[config.mk]
export PLATFORM = sky130hd
export DESIGN_NAME = dma_seq
export DESIGN_NICKNAME = d
export VERILOG_FILES = /design/src/common/dma_seq_pkg.sv /design/src/common/trig_if.sv /design/src/hdl/dma_seq.sv /design/src/hdl/dma_trigger.sv
export SDC_FILE = /design/constraint.sdc
export NUM_CORES = 1
export LEC_CHECK = 0
export CELL_PAD_IN_SITES_DETAIL_PLACEMENT = 1
export CELL_PAD_IN_SITES_GLOBAL_PLACEMENT = 2
export CORE_UTILIZATION = 40
export DETAILED_ROUTE_END_ITERATION = 12
export DONT_BUFFER_PORTS = 1
export GPL_TIMING_DRIVEN = 0
export PLACE_DENSITY_LB_ADDON = 0.15
export SLEW_MARGIN = 20
export SYNTH_ARGS = -nofsm -noshare
export SYNTH_HDL_FRONTEND = slang
export SYNTH_HIERARCHICAL = 1
export SYNTH_SLANG_ARGS = --single-unit
export TNS_END_PERCENT = 100
[constraint.sdc]
create_clock -name pclk -period 5.2 [get_ports pclk]
set_input_delay 0 -clock pclk [delete_from_list [all_inputs] [get_ports pclk]]
set_output_delay 0 -clock pclk [all_outputs]
set_load 0.03 [all_outputs]
[src/common/dma_seq_pkg.sv]
// Constants for the DMA address and count sequencer
package dma_seq_pkg;
    // Register byte addresses
    localparam logic [7:0] OFF_CONTROL = 8'h00;
    localparam logic [7:0] OFF_MEMORY_ADDRESS = 8'h04;
    localparam logic [7:0] OFF_PERIPH_LOW = 8'h08;
    localparam logic [7:0] OFF_TRANSFER_COUNT = 8'h0c;
    localparam logic [7:0] OFF_SOURCE_ADDRESS = 8'h10;
    localparam logic [7:0] OFF_DEST_ADDRESS = 8'h14;
    localparam logic [7:0] OFF_PAIRED_COUNT = 8'h18;
    localparam logic [7:0] OFF_BLOCK_COUNT = 8'h1c;
    localparam logic [7:0] OFF_STATUS = 8'h20;
    // Control field positions
    localparam int CHANNEL_ENABLE_BIT = 0;
    localparam int COMPLETION_IRQ_ENABLE = 1;
    localparam int TRANSFER_SIZE_BIT = 2;
    localparam int ADDRESS_DIRECTION_BIT = 3;
    localparam int MODE_LSB = 4;
    localparam int BLOCK_AREA_SEL = 6;
    localparam int BURST_BIT = 7;
    localparam int TRIG_SEL_LSB = 8;
    localparam int LEVEL_SENSE_BIT = 11;
    localparam int SRC_STEP_LSB = 12;
    localparam int DST_STEP_LSB = 14;
    localparam logic [15:0] CONTROL_RESET = 16'h0000;
    // Modes and trigger selects
    localparam logic [1:0] M_REPEAT = 2'h0;
    localparam logic [1:0] M_NORMAL = 2'h1;
    localparam logic [1:0] M_BLOCK = 2'h2;
    localparam logic [2:0] T_LAST_TIMER = 3'h3;
    localparam logic [2:0] T_TX_EMPTY = 3'h4;
    localparam logic [2:0] T_RX_FULL = 3'h5;
    localparam logic [2:0] T_EXTERNAL = 3'h6;
    localparam logic [2:0] T_AUTO = 3'h7;
    localparam logic [15:0] PERIPH_HIGH = 16'hffff;
endpackage

[src/common/trig_if.sv]
// Carrier between the sequencer and its activation source logic
`timescale 1ns/1ps
`default_nettype none
interface trig_if;
    logic pending;
    logic rx;
    logic ack;
    logic en;
    logic level;
    logic [1:0] mode;
    logic [2:0] sel;
    modport seq (input pending, rx, output ack, en, level, mode, sel);
    modport src (output pending, rx, input ack, en, level, mode, sel);
endinterface
`default_nettype wire

[src/hdl/dma_seq.sv]
// DMA channel sequencer: repeat, normal and block modes behind APB
`timescale 1ns/1ps
`default_nettype none
module dma_seq
    import dma_seq_pkg::*;
(
    // APB
    input wire logic pclk,
    input wire logic presetn,
    input wire logic psel,
    input wire logic penable,
    input wire logic pwrite,
    input wire logic [7:0] paddr,
    input wire logic [31:0] pwdata,
    output logic [31:0] prdata,
    output logic pready,
    output logic pslverr,
    // Activation sources
    input wire logic [3:0] timer_match,
    input wire logic tx_empty,
    input wire logic rx_full,
    input wire logic ext_req_n,
    // System bus
    input wire logic bus_grant,
    input wire logic hp_req,
    input wire logic xfer_done,
    output logic bus_req,
    output logic xfer_valid,
    output logic [23:0] xfer_src,
    output logic [23:0] xfer_dst,
    output logic xfer_word,
    // Completion
    output logic irq
);
    typedef enum logic [1:0] {S_IDLE, S_REQ, S_XFER, S_GAP} state_t;

    trig_if tif ();

    dma_trigger u_trig (
        .pclk(pclk),
        .presetn(presetn),
        .timer_match(timer_match),
        .tx_empty(tx_empty),
        .rx_full(rx_full),
        .ext_req_n(ext_req_n),
        .tif(tif)
    );

    state_t st_r, st_nxt;
    logic [15:0] ctrl_r, ctrl_nxt, rcount_r, rcount_nxt;
    logic [15:0] pcount_r, pcount_nxt, bcount_r, bcount_nxt;
    logic [23:0] mem_addr_r, mem_addr_nxt, src_addr_r, src_addr_nxt;
    logic [23:0] dst_addr_r, dst_addr_nxt, base_r, base_nxt;
    logic [23:0] src_o_r, src_o_nxt, dst_o_r, dst_o_nxt, delta, stepped;
    logic [7:0] periph_low_r, periph_low_nxt, live;
    logic done_r, done_nxt, irq_r, irq_nxt, inblk_r, inblk_nxt;
    logic bus_req_r, bus_req_nxt, valid_r, valid_nxt, word_r, word_nxt;
    logic pready_r, pready_nxt, pslverr_r, pslverr_nxt;
    logic [31:0] prdata_r, prdata_nxt;
    logic en, sz, fin, keep, wr, hit;
    logic [1:0] mode;
    logic [23:0] periph;

    function automatic logic [23:0] step(input logic [23:0] a,
                                         input logic [1:0] f,
                                         input logic s);
        logic [23:0] n;
        n = s ? 24'h000002 : 24'h000001;
        if (!f[0])
            step = a;
        else if (f[1])
            step = a - n;
        else
            step = a + n;
    endfunction

    assign en = ctrl_r[CHANNEL_ENABLE_BIT];
    assign sz = ctrl_r[TRANSFER_SIZE_BIT];
    assign mode = ctrl_r[MODE_LSB +: 2];
    assign periph = {PERIPH_HIGH, periph_low_r};
    assign tif.en = en;
    assign tif.level = ctrl_r[LEVEL_SENSE_BIT];
    assign tif.mode = mode;
    assign tif.sel = ctrl_r[TRIG_SEL_LSB +: 3];
    assign wr = psel && penable && pready_r && pwrite;

    ////////////////////////////////////////////////////////////////////////
    // APB slave, one wait state
    always_comb
    begin
        pready_nxt = psel && penable && !pready_r;
        pslverr_nxt = 1'b0;
        prdata_nxt = prdata_r;
        hit = 1'b1;
        unique case (paddr)
            OFF_CONTROL: prdata_nxt = {16'h0000, ctrl_r};
            OFF_MEMORY_ADDRESS: prdata_nxt = {8'h00, mem_addr_r};
            OFF_PERIPH_LOW: prdata_nxt = {24'h000000, periph_low_r};
            OFF_TRANSFER_COUNT: prdata_nxt = {16'h0000, rcount_r};
            OFF_SOURCE_ADDRESS: prdata_nxt = {8'h00, src_addr_r};
            OFF_DEST_ADDRESS: prdata_nxt = {8'h00, dst_addr_r};
            OFF_PAIRED_COUNT: prdata_nxt = {16'h0000, pcount_r};
            OFF_BLOCK_COUNT: prdata_nxt = {16'h0000, bcount_r};
            OFF_STATUS: prdata_nxt = {29'h0, st_r != S_IDLE, inblk_r, done_r};
            default:
            begin
                prdata_nxt = 32'h00000000;
                hit = 1'b0;
            end
        endcase
        if (!pready_nxt)
            prdata_nxt = prdata_r;
        else
            pslverr_nxt = !hit;
    end

    always_ff @(posedge pclk or negedge presetn)
    begin
        if (!presetn)
        begin
            pready_r <= 1'b0;
            pslverr_r <= 1'b0;
            prdata_r <= 32'h00000000;
        end
        else
        begin
            pready_r <= pready_nxt;
            pslverr_r <= pslverr_nxt;
            prdata_r <= prdata_nxt;
        end
    end

    ////////////////////////////////////////////////////////////////////////
    // Sequencer
    always_comb
    begin
        st_nxt = st_r;
        ctrl_nxt = ctrl_r;
        rcount_nxt = rcount_r;
        pcount_nxt = pcount_r;
        bcount_nxt = bcount_r;
        mem_addr_nxt = mem_addr_r;
        src_addr_nxt = src_addr_r;
        dst_addr_nxt = dst_addr_r;
        periph_low_nxt = periph_low_r;
        base_nxt = base_r;
        inblk_nxt = inblk_r;
        bus_req_nxt = bus_req_r;
        valid_nxt = valid_r;
        word_nxt = word_r;
        src_o_nxt = src_o_r;
        dst_o_nxt = dst_o_r;
        tif.ack = 1'b0;
        fin = 1'b0;
        keep = 1'b0;
        live = 8'h00;
        delta = 24'h000000;
        stepped = 24'h000000;
        unique case (st_r)
            S_IDLE:
                if (en && (tif.pending || inblk_r))
                begin
                    st_nxt = S_REQ;
                    bus_req_nxt = 1'b1;
                end
            S_REQ:
                if (!en)
                begin
                    // Request stays pending for the resume
                    st_nxt = S_GAP;
                    bus_req_nxt = 1'b0;
                end
                else if (bus_grant)
                begin
                    st_nxt = S_XFER;
                    valid_nxt = 1'b1;
                    word_nxt = sz;
                    tif.ack = !inblk_r;
                    if (mode == M_REPEAT && tif.rx)
                    begin
                        src_o_nxt = periph;
                        dst_o_nxt = mem_addr_r;
                    end
                    else if (mode == M_REPEAT)
                    begin
                        src_o_nxt = mem_addr_r;
                        dst_o_nxt = periph;
                    end
                    else
                    begin
                        src_o_nxt = src_addr_r;
                        dst_o_nxt = dst_addr_r;
                    end
                    if (mode == M_BLOCK && !inblk_r)
                    begin
                        inblk_nxt = 1'b1;
                        base_nxt = ctrl_r[BLOCK_AREA_SEL] ? src_addr_r
                            : dst_addr_r;
                    end
                end
            S_XFER:
                if (xfer_done)
                begin
                    valid_nxt = 1'b0;
                    if (mode == M_REPEAT)
                    begin
                        stepped = step(mem_addr_r,
                            {ctrl_r[ADDRESS_DIRECTION_BIT], 1'b1}, sz);
                        live = rcount_r[15:8] - 8'h01;
                        mem_addr_nxt = stepped;
                        rcount_nxt[15:8] = live;
                        if (live == 8'h00)
                        begin
                            rcount_nxt[15:8] = rcount_r[7:0];
                            delta = {16'h0000, rcount_r[7:0]} << sz;
                            mem_addr_nxt = ctrl_r[ADDRESS_DIRECTION_BIT]
                                ? stepped + delta : stepped - delta;
                        end
                    end
                    else
                    begin
                        src_addr_nxt = step(src_addr_r,
                            ctrl_r[SRC_STEP_LSB +: 2], sz);
                        dst_addr_nxt = step(dst_addr_r,
                            ctrl_r[DST_STEP_LSB +: 2], sz);
                    end
                    if (mode == M_NORMAL)
                    begin
                        pcount_nxt = pcount_r - 16'h0001;
                        fin = (pcount_r == 16'h0001);
                        keep = ctrl_r[BURST_BIT]
                            && tif.sel == T_AUTO;
                    end
                    if (mode == M_BLOCK)
                    begin
                        live = pcount_r[15:8] - 8'h01;
                        pcount_nxt[15:8] = live;
                        keep = 1'b1;
                        if (live == 8'h00)
                        begin
                            pcount_nxt[15:8] = pcount_r[7:0];
                            if (ctrl_r[BLOCK_AREA_SEL])
                                src_addr_nxt = base_r;
                            else
                                dst_addr_nxt = base_r;
                            bcount_nxt = bcount_r - 16'h0001;
                            fin = (bcount_r == 16'h0001);
                            inblk_nxt = 1'b0;
                            keep = 1'b0;
                        end
                    end
                    if (fin)
                        ctrl_nxt[CHANNEL_ENABLE_BIT] = 1'b0;
                    // A higher master always gets the bus back
                    if (fin || !keep || hp_req)
                    begin
                        st_nxt = S_GAP;
                        bus_req_nxt = 1'b0;
                    end
                    else
                        st_nxt = S_REQ;
                end
            S_GAP:
                st_nxt = S_IDLE;
        endcase
        if (wr)
        begin
            unique case (paddr)
                OFF_CONTROL: ctrl_nxt = pwdata[15:0];
                OFF_MEMORY_ADDRESS: mem_addr_nxt = pwdata[23:0];
                OFF_PERIPH_LOW: periph_low_nxt = pwdata[7:0];
                OFF_TRANSFER_COUNT: rcount_nxt = pwdata[15:0];
                OFF_SOURCE_ADDRESS: src_addr_nxt = pwdata[23:0];
                OFF_DEST_ADDRESS: dst_addr_nxt = pwdata[23:0];
                OFF_PAIRED_COUNT: pcount_nxt = pwdata[15:0];
                OFF_BLOCK_COUNT: bcount_nxt = pwdata[15:0];
                default: ;
            endcase
        end
        // Completion set wins over a clear in the same cycle
        done_nxt = (done_r && !(wr && paddr == OFF_STATUS && pwdata[0]))
            || fin;
        irq_nxt = done_nxt && ctrl_nxt[COMPLETION_IRQ_ENABLE];
    end

    always_ff @(posedge pclk or negedge presetn)
    begin
        if (!presetn)
        begin
            st_r <= S_IDLE;
            ctrl_r <= CONTROL_RESET;
            rcount_r <= 16'h0000;
            pcount_r <= 16'h0000;
            bcount_r <= 16'h0000;
            mem_addr_r <= 24'h000000;
            src_addr_r <= 24'h000000;
            dst_addr_r <= 24'h000000;
            periph_low_r <= 8'h00;
            base_r <= 24'h000000;
            src_o_r <= 24'h000000;
            dst_o_r <= 24'h000000;
            inblk_r <= 1'b0;
            bus_req_r <= 1'b0;
            valid_r <= 1'b0;
            word_r <= 1'b0;
            done_r <= 1'b0;
            irq_r <= 1'b0;
        end
        else
        begin
            st_r <= st_nxt;
            ctrl_r <= ctrl_nxt;
            rcount_r <= rcount_nxt;
            pcount_r <= pcount_nxt;
            bcount_r <= bcount_nxt;
            mem_addr_r <= mem_addr_nxt;
            src_addr_r <= src_addr_nxt;
            dst_addr_r <= dst_addr_nxt;
            periph_low_r <= periph_low_nxt;
            base_r <= base_nxt;
            src_o_r <= src_o_nxt;
            dst_o_r <= dst_o_nxt;
            inblk_r <= inblk_nxt;
            bus_req_r <= bus_req_nxt;
            valid_r <= valid_nxt;
            word_r <= word_nxt;
            done_r <= done_nxt;
            irq_r <= irq_nxt;
        end
    end

    assign prdata = prdata_r;
    assign pready = pready_r;
    assign pslverr = pslverr_r;
    assign bus_req = bus_req_r;
    assign xfer_valid = valid_r;
    assign xfer_src = src_o_r;
    assign xfer_dst = dst_o_r;
    assign xfer_word = word_r;
    assign irq = irq_r;

    logic xd;
    assign xd = st_r == S_XFER && xfer_done && !wr;
endmodule
`default_nettype wire

[src/hdl/dma_trigger.sv]
// Activation source selection and pending request latch
`timescale 1ns/1ps
`default_nettype none
module dma_trigger
    import dma_seq_pkg::*;
(
    // Clock and reset
    input wire logic pclk,
    input wire logic presetn,
    // Request sources
    input wire logic [3:0] timer_match,
    input wire logic tx_empty,
    input wire logic rx_full,
    input wire logic ext_req_n,
    // Sequencer side
    trig_if.src tif
);
    logic pend_r, pend_nxt, rx_r, rx_nxt, ext_q_r, ext_q_nxt;
    logic hit, allowed, auto_on;

    function automatic logic legal(input logic [1:0] m, input logic [2:0] s);
        case (m)
            M_NORMAL: legal = (s == T_EXTERNAL) || (s == T_AUTO);
            M_BLOCK: legal = (s <= T_LAST_TIMER) || (s == T_EXTERNAL);
            default: legal = (s != T_AUTO);
        endcase
    endfunction

    ////////////////////////////////////////////////////////////////////////
    always_comb
    begin
        ext_q_nxt = ext_req_n;
        allowed = legal(tif.mode, tif.sel);
        auto_on = tif.en && allowed && (tif.sel == T_AUTO);
        // Block mode only knows the falling edge
        if (tif.sel <= T_LAST_TIMER)
            hit = timer_match[tif.sel[1:0]];
        else if (tif.sel == T_TX_EMPTY)
            hit = tx_empty;
        else if (tif.sel == T_RX_FULL)
            hit = rx_full;
        else if (tif.sel == T_EXTERNAL)
            hit = (tif.level && tif.mode != M_BLOCK) ? !ext_req_n
                : (ext_q_r && !ext_req_n);
        else
            hit = 1'b0;
        pend_nxt = pend_r;
        rx_nxt = rx_r;
        if (tif.ack)
            pend_nxt = 1'b0;
        // A new event in the ack cycle is kept
        if (tif.en && allowed && hit)
        begin
            pend_nxt = 1'b1;
            rx_nxt = (tif.sel == T_RX_FULL);
        end
        tif.pending = pend_r || auto_on;
        tif.rx = rx_r;
    end

    always_ff @(posedge pclk or negedge presetn)
    begin
        if (!presetn)
        begin
            pend_r <= 1'b0;
            rx_r <= 1'b0;
            ext_q_r <= 1'b1;
        end
        else
        begin
            pend_r <= pend_nxt;
            rx_r <= rx_nxt;
            ext_q_r <= ext_q_nxt;
        end
    end
endmodule
`default_nettype wire

# Word-level counts from Yosys, hierarchy flattened
# Cells that the tools add are included.
[totals]
output_inout_bits = 86
word_cells = 232
input_bits = 55
regBits = 261
[op_classes]
n_shift = 1
n_mux = 111
order_cmp = 2
n_reduce_logical = 49
n_addsub = 12
eq_ne = 31
[ops]
columns = ["op", "n"]
rows = [
  ["24-bit two-way mux", 36],
  ["24-bit case mux with 9 select lines", 1],
  ["16-bit two-way mux", 13],
  ["24-bit adder", 3],
  ["24-bit subtractor", 3],
  ["8-bit two-way mux", 6],
  ["1-bit two-way mux", 41],
  ["16-bit by 1-bit equality test with 1-bit output (second input constant)", 2],
  ["8-bit by 5-bit equality test with 1-bit output (second input constant)", 4],
  ["16-bit by 1-bit subtractor with 16-bit output (second input constant)", 2],
  ["24-bit by 2-bit adder with 24-bit output", 1],
  ["8-bit zero test", 3],
  ["8-bit by 1-bit left shift with 24-bit output", 1],
  ["24-bit by 2-bit subtractor with 24-bit output", 1],
  ["2-bit != test (second input constant)", 10],
  ["1-bit logical AND", 17],
  ["8-bit by 4-bit equality test with 1-bit output (second input constant)", 2],
  ["2-bit two-way mux", 8],
  ["8-bit by 1-bit subtractor with 8-bit output (second input constant)", 2],
  ["3-bit equality test (second input constant)", 4],
  ["9-bit OR reduction", 1],
  ["8-bit by 3-bit equality test with 1-bit output (second input constant)", 1],
  ["8-bit by 6-bit equality test with 1-bit output (second input constant)", 1],
  ["2-bit case mux with 4 select lines", 1],
  ["18 further kinds", 42],
]

# Logic depth before layout (Yosys ltp)
# Gate-level depths: netlist (run 1).
[logic_depth]
ltp_word = 14
ltp_mapped = 22
mapped_depth_nobuf = 21

# Modules after synthesis
# Netlist (run 1), hierarchy kept.
[modules_own_cells]
columns = ["mod", "area_per_inst_um2", "seq_area_each_um2", "n_inst", "cells_each"]
rows = [
  ["dma_seq", 18500.2, 6256.0, 1, 2273],
  ["dma_trigger", 231.5, 76.3, 1, 24],
]

# Worst setup path after synthesis (run 1)
# OpenSTA, ideal clock, no wires.
[synth_timing]
path_kind = "register -> register"
start = "register ctrl_r[2]"
end = "register mem_addr_r[17]"
period_less_slack_ns = 4.425
path_slack_ns = 0.775
stages_incl_launch_ff = 22
arrival_time_ns = 4.291
n_path_buf = 2
required_ns = 5.066
setup_time_ns = 0.134
cell_sequence = "dfrtp_1 buf_1 buf_1 inv_1 ha_1 fa_1 nor2b_1 o31a_1 nor3_1 o21bai_1 a21oi_1 xnor2_1 ha_1 nand2_1 a211oi_1 a21oi_1 o31ai_1 a21oi_1 xor2_1 nor2_1 a2111oi_0 nor3_1"
[synth_between]
elab_chain_cells = 14
elab_cells_between_ends = 17
classes_between = "add/sub (4); shift (1); mux (12)"
[synth_rtl]
columns = ["item", "line_no", "rtl"]
rows = [
  ["from (decl)", "dma_seq.sv:50", "logic [15:0] ctrl_r, ctrl_nxt, rcount_r, rcount_nxt;"],
  ["from (signal assigned)", "dma_seq.sv:312", "ctrl_r <= ctrl_nxt;"],
  ["2-bit two-way mux", "dma_seq.sv:68", "n = s ? 24'h000002 : 24'h000001;"],
  ["24-bit adder or 24-bit subtractor (tied branches)", "dma_seq.sv:74, dma_seq.sv:72", ""],
  ["24-bit two-way mux", "dma_seq.sv:71", "else if (f[1])"],
  ["24-bit two-way mux", "dma_seq.sv:205", "if (mode == M_REPEAT)"],
  ["24-bit two-way mux", "dma_seq.sv:202", "if (xfer_done)"],
  ["24-bit two-way mux", "dma_seq.sv:159", "unique case (st_r)"],
  ["24-bit subtractor or 24-bit adder (tied branches)", "dma_seq.sv:217", "? stepped + delta : stepped - delta;"],
  ["24-bit two-way mux", "dma_seq.sv:217", ""],
  ["24-bit two-way mux (*)", "dma_seq.sv:212", "if (live == 8'h00)"],
  ["24-bit two-way mux (*)", "dma_seq.sv:205", ""],
  ["24-bit two-way mux (*)", "dma_seq.sv:202", ""],
  ["24-bit two-way mux (*)", "dma_seq.sv:159", ""],
  ["24-bit two-way mux", "dma_seq.sv:268", "unique case (paddr)"],
  ["24-bit two-way mux (*)", "dma_seq.sv:266", "if (wr)"],
  ["net mem_addr_nxt[17]", "dma_seq.sv:52", "logic [23:0] mem_addr_r, mem_addr_nxt, src_addr_r, src_addr_nxt;"],
  ["to (signal assigned)", "dma_seq.sv:316", "mem_addr_r <= mem_addr_nxt;"],
  ["to (decl)", "dma_seq.sv:52", ""],
]
# The timed path passes the listed nets; every way through them passes the cells marked *. The select of a mux whose other input is x is not followed.
# A chain may end at the register's enable or synchronous reset.

# Worst setup path after layout (run 1)
[layout_timing]
start = "register ctrl_r[2]"
end = "register mem_addr_r[23]"
# The elaborated chain is that of the path after synthesis.

==> flow_summary.toml, run 1 <==
[run_status]
run_status = "complete, but fails checks"
violations = "hold timing"

[global_route]
grt_pass1_vias = 19453
overflow = 0
grt_use_total_pct = 35.6
grt_max_degree = 254
grt_first_pass_wirelength_um = 127000
antenna_found_initial = 1

[placed_design]
io_buffers = 0
place_area_um2 = 19500
gp_congestion = 0.940
hpwl_um = 64400

[clock_network]
clkTransAtPathRegs_ps = 60
cts-root-buf = "clkbuf_16"
cts_tree = "built"
cts_htree_levels = 1
clk_latency_ps = 610
cts_buffer_depth = 3
cts_inserted_buffers = 31
cts_sinks = 253
holdBufCountCts = 45

[final_layout]
postLayoutCellArea_um2 = 21100
area_growth_syn_to_layout_pct = 12.9
nets = 2551
fillCellCount = 5481
drive_gt1_share_pct = 5.74

[power_and_ir_drop]
power_mw = 6.83
pwr-share-seq_pct = 37.5
vdd_drop_max_uv = 253
p_sw_mw = 2.56
swShare_pct = 37.5
p_leak_nw = 9.12
power.density_nw_per_um2 = 323
power.internal_mw = 4.27
comb_power_share_pct = 28.8
clkPwrFrac_pct = 33.7

[setup_path]
path_max_fanout = 10
critPathLaunch = "ctrl_r[2]"
critPathLaunchType = "register"
crit_path_end_kind = "register"
critical_path_class = "reg2reg"
worstPathArrival_ps = 5300
worstPathRequired_ps = 5690
reg2reg_from = "ctrl_r[2]"
r2r_slack_ps = 390
r2r_cells = 22

[routing]
drtIter0Drc = 1527
wire_per_inst_um = 28.3
vias = 18971
ant_nets = 0
totalWireLength_um = 85100
vias_per_cell = 6.31
drc = 0
dr.pass1.iters = 6

[sta]
hold_viol = 253
slew_headroom_pct = 27.0
setup_violations = 0
fin_worst_skew_ps = 36.1
post-route-min-period_ps = 4810
max_freq_mhz = 208
rsz0062_at_grt = "no"
tightest_slew_ps = 1090
min_period_over_period_pct = 92.6
hold_ws_ps = -867
drv_slew = 0
finalSetupTns_ps = 0

[yosys]
synthCells = 2297
synth_most_common_cell = "nand2_1"
yosysSeqAreaShare_pct = 33.8
yosys_most_used_dff = "dfrtp_1"
yosysTopAreaCellShare_pct = 33.7
syn_avg_cell_area_um2 = 8.15
synthArstFlopShare_pct = 100
ys_top_cells_by_area = "dfrtp_1 34%, ha_1 7.3%, a21oi_1 6.4%, nand2_1 5.6%, o21ai_0 5.2%"
synth_commonest_cells = "281 x nand2_1, 252 x dfrtp_1, 239 x a21oi_1"
synth_edf_count = 0
synth_area_um2 = 18700
yosysTopAreaCell = "dfrtp_1"
ys_seq_elements = 253
yosysWarnings = 6
ys_types = 89

[floorplanning]
initial_core_util_pct = 40.9
io_pins = 141
die_area_um2 = 47700
fp.dieW_um = 218
core_um2 = 45800
row_count = 78
dieHeight_um = 218

[run]
drv_cap = 0

[hold_path]
worstHoldPathType = "in2async"
power groups by stage:
stage               combinational [mW]  clock (mW)  sequential [mW]
global route                      2.19        2.38             2.59
floorplan                         1.39           0             2.39
global placement                  1.79           0             2.57
finish                            1.97        2.30             2.56
CTS                               1.94        2.32             2.55
detailed placement                1.85           0             2.58
timing repair:
item	CTS	global route
pin swaps	0	1
cloned	0	0
gates resized for setup	11	13
endpoints found under the hold margin	360	253
endpoints found under the setup margin	16	9
setup buffers	0	1
registers in the layout (all words and copies together) (netlist names), 24 cells and up:
name        cells
base_r         24
dst_addr_r     24
mem_addr_r     24
prdata         24
src_addr_r     24
xfer_dst       24
xfer_src       24
cells in the final DEF (no fill, tap or decap), drive strengths merged, types with 13 or more instances in the layout:
cell,count
mux2,26
xor2,33
nor3,90
and2,13
a31oi,39
ha,109
a222oi,23
nand2,283
a21o,49
o21ai,200
dlygate4sd3,45
o31ai,25
a21oi,241
nor2,226
o22ai,17
a211oi,24
clkbuf,163
xnor2,67
a221oi,22
buf,21
dfrtp,252
inv,52
nand3,39
a22oi,27
nand4,13
nand3b,21
o211ai,30
nand2b,20
nor2b,19
mux2i,48
routing by layer:
metal  global-route usage, %  vias to the layer above  part of all wire, %
li1                        -                     8576                    -
met1                    45.6                     9558                   42
met2                    58.8                      654                   47
met3                    6.11                      183                  7.0
met4                    15.5                        0                  4.8
met5                       0                        -                    0
metrics by stage:
| stage | hold WS (ps) | util [%] | cells | setup WS (ps) |
|---|---|---|---|---|
| floorplan | -296 | - | 2304 | 775 |
| global placement | -279 | 42.6 | 2904 | -1190 |
| detailed placement | -279 | 42.7 | 2905 | -1200 |
| CTS | -893 | 46.1 | 3003 | 49.3 |
| global route | -887 | 46.2 | 3004 | 4.27 |
| finish | -867 | 46.2 | 3007 | 386 |
critical path, cell delays in order, from the launching register on:
cell and delay, ps:
dfrtp_1 420, buf_6 210, buf_6 210, inv_1 60
ha_1 220, fa_1 430, nor2b_1 170, o31a_1 220
a21oi_1 160, a21o_1 230, nand2_1 120, a31oi_1 110
xnor2_1 290, ha_1 340, a21o_1 200, a21o_1 170
a21oi_1 170, o21ai_0 120, a41oi_1 200, xor2_1 190
nor2_1 100, xnor2_1 160, o31ai_1 180
worst paths after layout:
check                            endpoint
min in group pclk             pcount_r[0]
max in group asynchronous  src_addr_r[20]
hold / removal             mem_addr_r[22]
hold reg to reg             u_trig/pend_r
setup reg to reg           mem_addr_r[23]
setup / recovery           mem_addr_r[23]
area by class of cell:
cell class              count  area (um2)  area share (%)
well taps                 600         751            3.55
repair buffers             47         469            2.22
flip-flops and latches    253        6330            30.0
multi-input cells        1859       11800            55.6
diodes                      3        7.51          0.0355
inverters                  52         200           0.947
clock buffers              43         921            4.36
plain buffers             139         578            2.73
clock inverters            11         134           0.633
kinds of logic (layout without fill, tap and decap cells):
group,count (synthesis),count (layout),share of synthesized area [%]
and+or+nand+nor,783,783,19.4
AOI/OAI and AO/OA,780,780,26.1
DFF,253,253,33.8
buffers and inverters,192,292,4.06
adders and majority gates,113,113,7.71
xor gates and xnor gates,100,100,4.68
muxes,75,75,4.25
other,1,11,0.0200
(Power assumes the default switching activity.)
==> run 2: changes to the inputs <==
Settings changed: CELL_PAD_IN_SITES_DETAIL_PLACEMENT 1 to 2, CORE_MARGIN set to 1.5.
==> run 2 against run 1 <==
The flow still finishes with violations (hold timing). Critical path depth down 1. Global-route usage increased by 2.4 points. Sequential share of layout area rose by 0.084 points. Clock-buffer cell count up 7. Sequential power about the same. Register-to-register slack worse by 140 ps. First-iteration DRC count increased by 7.9%. Design area decreased by 0.28%.
==> flow_summary.toml, run 2 (synthesis results as in run 1) <==
[run_status]
run_status = "complete, but fails checks"
violations = "hold timing"

[power_and_ir_drop]
power.internal_mw = 4.16
comb_power_share_pct = 29.9
power.density_nw_per_um2 = 324
pwr-share-seq_pct = 37.9
vdd_drop_max_uv = 259
swShare_pct = 39.1
clkPwrFrac_pct = 32.1
p_leak_nw = 9.08
p_sw_mw = 2.67

[sta]
fin_worst_skew_ps = 25.1
hold_ws_ps = -884
fin_ws_ps = 250
tightest_slew_ps = 1200
finalSetupTns_ps = 0
post-route-min-period_ps = 4950
min_period_over_period_pct = 95.2
slew_headroom_pct = 19.2
hold_viol = 253
max_freq_mhz = 202
drv_slew = 0
setup_violations = 0
rsz0062_at_grt = "no"

[clock_network]
cts_sinks = 253
cts-root-buf = "clkbuf_16"
clkTransAtPathRegs_ps = 60
cts_inserted_buffers = 30
cts_tree = "built"
clk_latency_ps = 600
holdBufCountCts = 42
cts_htree_levels = 1
cts_buffer_depth = 3

[routing]
met1_length_um = 36800
totalWireLength_um = 92200
wl_met3_um = 6650
dr.pass1.iters = 7
vias_per_cell = 6.48
wire_per_inst_um = 30.6
ant_nets = 0
drc = 0
vias = 19537
top_layer = "met5"
drtIter0Drc = 1647
wl_met2_um = 43400

[setup_path]
cp_cell_sequence = "buf_6 > buf_6 > inv_1 > ha_1 > fa_1 > nor2b_1 > o31a_1 > a21oi_1 > a21o_1 > nand2_1 > a31oi_1 > xnor2_2 > ha_1 > a21o_1 > a21o_1 > a21oi_1 > a21boi_1 > xor2_1 > nor2_1 > a211oi_1 > o21ai_0"
critPathMaxStageDelay_ps = 440
worstPathArrival_ps = 5390
cpMostUsedCell = "a21o_1"
path_max_fanout = 10
critical_path_class = "reg2reg"
crit_path_end_kind = "register"
cp_slowest_cell = "fa_1"
worstPathRequired_ps = 5640
critPathLaunchType = "register"

[final_layout]
area_growth_syn_to_layout_pct = 12.6
final_cell_mix = "281 x nand2_1, 251 x dfrtp_1, 238 x a21oi_1"
fillCellCount = 5266
nets = 2549
final_common_cell = "nand2_1"
multiInputGateArea_um2 = 11800
postLayoutCellArea_um2 = 21100
drive_gt1_share_pct = 5.49
layout.area.seq_um2 = 6330

[global_route]
overflow = 0
antenna_found_initial = 7
grt_pass1_vias = 20675
grt_use_total_pct = 38.0
grt_first_pass_wirelength_um = 136000
grt_max_degree = 254

[placed_design]
io_buffers = 0
place_area_um2 = 19600
place_ws_ps = -1260
hpwl_um = 68600
gp_congestion = 0.953

[floorplanning]
io_pins = 141
row_count = 79
initial_core_util_pct = 40.4
core_um2 = 46400
die_area_um2 = 48100
fp.dieW_um = 219
dieHeight_um = 219

[hold_path]
worstHoldPathType = "in2async"

[run]
drv_cap = 0
-- run 2: cell count changes in the layout (fill, tap and decap cells not counted), moves of 2 or more --
| cell | delta |
|---|---|
| buf_4 | +2 |
| bufinv_16 | -2 |
| clkbuf_1 | +8 |
| clkinv_2 | -3 |
| diode_2 | +3 |
| dlygate4sd3_1 | -3 |
-- run 2: critical path: cells and delay by family, from the launching register on --
| family | cells | cell delay [ps] |
|---|---|---|
| adders and majority gates | 3 | 1050 |
| AOI/OAI and AO/OA | 10 | 2120 |
| buffers and inverters | 3 | 490 |
| DFF | 1 | 420 |
| xor gates and xnor gates | 2 | 360 |
| and+or+nand+nor | 3 | 340 |
-- run 2: final cells by class --
type                    count  share of cell area (%)
plain buffers             139                    2.74
clock buffers              50                    4.44
multi-input cells        1859                    55.8
inverters                  52                   0.949
well taps                 607                    3.60
flip-flops and latches    253                    30.0
clock inverters             5                   0.237
repair buffers             46                    2.15
diodes                      6                  0.0712
-- run 2: worst paths after layout --
kind | endpoint | startpoint | slack (ps) | cells after the start
worst max-delay path | mem_addr_r[19] | ctrl_r[2] | 250 | 21
worst min-delay path | dst_addr_r[21] | presetn | -880 | 0
worst max register to register | mem_addr_r[19] | ctrl_r[2] | 250 | 21
worst min register to register | u_trig/pend_r | u_trig/pend_r | 570 | 2
max in group asynchronous | mem_addr_r[16] | presetn | 5350 | 0
min in group pclk | rcount_r[6] | pwdata[6] | 30 | 3
-- run 2: stage by stage --
step	power (mW)	instances	hold WS [ps]	utilization, %
finish	6.83	3017	-884	45.5
global route	7.12	3015	-901	45.5
CTS	6.75	3009	-897	45.3
detailed placement	4.51	2913	-283	42.2
global placement	4.38	2911	-284	42.1
floorplan	3.78	2304	-296	-
-- run 2: what timing repair did --
item / CTS / global route
buffers inserted: 0 / 2
endpoints found under the setup margin: 16 / 9
resized for setup: 10 / 12
pin swaps: 0 / 2
hold endpoints to repair: 361 / 253
-- run 2: power by group through the flow --
stage	Clock, mW	Combinational, mW	Sequential [mW]
final	2.20	2.05	2.59
after global routing	2.28	2.24	2.60
after CTS	2.19	1.99	2.56
after detailed placement	0	1.91	2.60
after global placement	0	1.79	2.58
after floorplan	0	1.39	2.39
-- run 2: layer usage --
layer | track usage [%] | vias to the layer above
met3 | 6.87 | 227
met2 | 63.6 | 767
li1 | - | 8570
met1 | 46.4 | 9971
met4 | 19.8 | 2
met5 | 0 | -
==> run 3: changes to the inputs <==
Settings changed: SYNTH_HIERARCHICAL 1 to unset.
==> run 3 against run 2 <==
Synthesized cell count up 0.22%. Routed wire length is 1.0% higher. The run still ends with hold timing left. Die area increased by 0.12%. Sequential cell count unchanged. Non-clock buffer count grew 7. Critical endpoint is now mem_addr_r[23].
==> flow_summary.toml, run 3 <==
[global_route]
grt_pass1_vias = 20907
grt_first_pass_wirelength_um = 137000
grt_use_total_pct = 38.2
antenna_found_initial = 3
grt_max_degree = 254
overflow = 0

[clock_network]
clkTransAtPathRegs_ps = 60
cts_tree = "built"
clk_latency_ps = 560
cts_buffer_depth = 3
cts_sinks = 253
holdBufCountCts = 30
cts_inserted_buffers = 34
cts-root-buf = "clkbuf_16"
cts_htree_levels = 2

[final_layout]
drive_gt1_share_pct = 6.75
stdcell_count = 3024
area_growth_syn_to_layout_pct = 13.6
fin_util_pct = 46.0
final_common_cell = "nand2_1"
final_cell_mix = "344 x nand2_1, 259 x o21ai_0, 251 x dfrtp_1"
nets = 2559

[run_status]
violations = "hold timing"
run_status = "complete, but fails checks"

[sta]
finalSetupTns_ps = 0
rsz0062_at_grt = "yes"
tightest_slew_ps = 1230
fin_worst_skew_ps = 19.1
hold_ws_ps = -845
hold_viol = 253
slew_headroom_pct = 17.9
max_freq_mhz = 194
min_period_over_period_pct = 98.9
post-route-min-period_ps = 5140
drv_slew = 0
setup_violations = 0

[floorplanning]
row_count = 79
initial_core_util_pct = 40.5
fp.dieW_um = 220
die_area_um2 = 48200
core_um2 = 46400
dieHeight_um = 220
io_pins = 141

[placed_design]
gp_congestion = 0.979
hpwl_um = 68300
io_buffers = 0
dp.cells = 2916

[routing]
dr.pass1.iters = 7
wire_per_inst_um = 30.8
vias = 19762
totalWireLength_um = 93200
ant_nets = 0
drc = 0
vias_per_cell = 6.54
drtIter0Drc = 1711

[yosys]
yosysTopAreaCellShare_pct = 33.6
synth_commonest_cells = "345 x nand2_1, 261 x o21ai_0, 252 x dfrtp_1"
ys_top_cells_by_area = "dfrtp_1 34%, ha_1 7.3%, o21ai_0 7.0%, nand2_1 6.9%, a21oi_1 4.8%"
synthCells = 2302
yosysTopAreaCell = "dfrtp_1"
ys_types = 88
synth_most_common_cell = "nand2_1"
yosys_most_used_dff = "dfrtp_1"
ys_seq_elements = 253
synthArstFlopShare_pct = 100
yosysWarnings = 0
synth_area_um2 = 18800
synth_edf_count = 0
syn_avg_cell_area_um2 = 8.15
yosysSeqAreaShare_pct = 33.8

[setup_path]
reg2reg_from = "ctrl_r[2]"
crit_path_end_kind = "register"
worstPathArrival_ps = 5570
critical_path_class = "reg2reg"
r2r_cells = 20
crit_buf_inv = 1
r2r_slack_ps = 60
cp_top_family = "compound AO/OA/AOI/OAI gates"
critPathLaunch = "ctrl_r[2]"
r2r-end = "mem_addr_r[23]"
worstPathRequired_ps = 5620
path_max_fanout = 10
critPathLaunchType = "register"
cp_cell_sequence = "buf_12 > mux2i_4 > ha_2 > nand2b_1 > a2111o_1 > or2_2 > nor3_4 > ha_1 > nand2_1 > o21ai_0 > ha_1 > a211oi_1 > o21ai_1 > a31oi_2 > o31ai_2 > a21o_1 > o311a_1 > a311oi_2 > xnor2_1 > o21ai_0"
cp_slowest_cell = "a2111o_1"
path_depth = 20
crit_end = "mem_addr_r[23]"
critPathMaxStageDelay_ps = 400

[power_and_ir_drop]
power_mw = 7.12
power.density_nw_per_um2 = 334
p_leak_nw = 9.25
vdd_drop_max_uv = 220

[hold_path]
worstHoldPathType = "in2async"

[run]
drv_cap = 0
-- run 3: metrics by stage --
stage | setup slack [ps] | instance area (um2)
2_1_floorplan | 415 | 18800
3_3_place_gp | -1150 | 19500
3_5_place_dp | -1360 | 19500
4_1_cts | 12.7 | 21100
5_1_grt | -165 | 21300
6_report | 55.9 | 21300
-- run 3: worst min-delay path by stage --
stage	startpoint	depth (start not counted)	to
2_1_floorplan	presetn	0	base_r[0]
6_report	presetn	0	src_addr_r[23]
3_5_place_dp	presetn	0	src_addr_r[23]
5_1_grt	presetn	0	src_addr_r[23]
4_1_cts	presetn	0	src_addr_r[23]
3_3_place_gp	presetn	0	src_addr_r[23]
-- run 3: where the power goes --
| part | switching (mW) | internal (mW) | total, mW |
|---|---|---|---|
| clock network | 1.03 | 1.47 | 2.50 |
| registers | 0.414 | 2.15 | 2.56 |
| logic | 1.33 | 0.728 | 2.06 |
-- run 3: area by class of cell --
cell class              instances  area [um2]
plain buffers                 145         683
repair buffers                 47         435
clock buffers                  48        1020
diodes                          2        5.00
well taps                     607         759
flip-flops and latches        253        6340
inverters                      53         211
fillers                      5195       25100
multi-input cells            1856       11700
clock inverters                13         134
-- run 3: metal layers --
metal  global-route usage [%]  share of wire, %  up-vias
met1                     48.3                41    10163
met2                     62.0                46      760
met4                     21.6               6.0        0
li1                         -                 -     8586
met5                        0                 0        -
met3                     6.36               6.8      253
-- run 3: cell families (layout without fill, tap and decap cells) --
family | Yosys count | count (layout) | share of synthesized area, %
XOR/XNOR | 101 | 101 | 4.72
AND/OR/NAND/NOR | 751 | 751 | 18.2
flip-flops | 253 | 253 | 33.8
multiplexers | 69 | 69 | 3.91
buffers and inverters | 200 | 306 | 4.59
other | 1 | 10 | 0.0200
AO/OA/AOI/OAI | 813 | 813 | 27.1
adder cells (fa/ha/maj) | 114 | 114 | 7.77
-- run 3: repair_timing --
| action | CTS | global route |
|---|---|---|
| resized for setup | 17 | 24 |
| pin swaps | 2 | 12 |
| hold endpoints to repair | 359 | 253 |
| setup buffers | 4 | 13 |
| endpoints found under the setup margin | 16 | 10 |
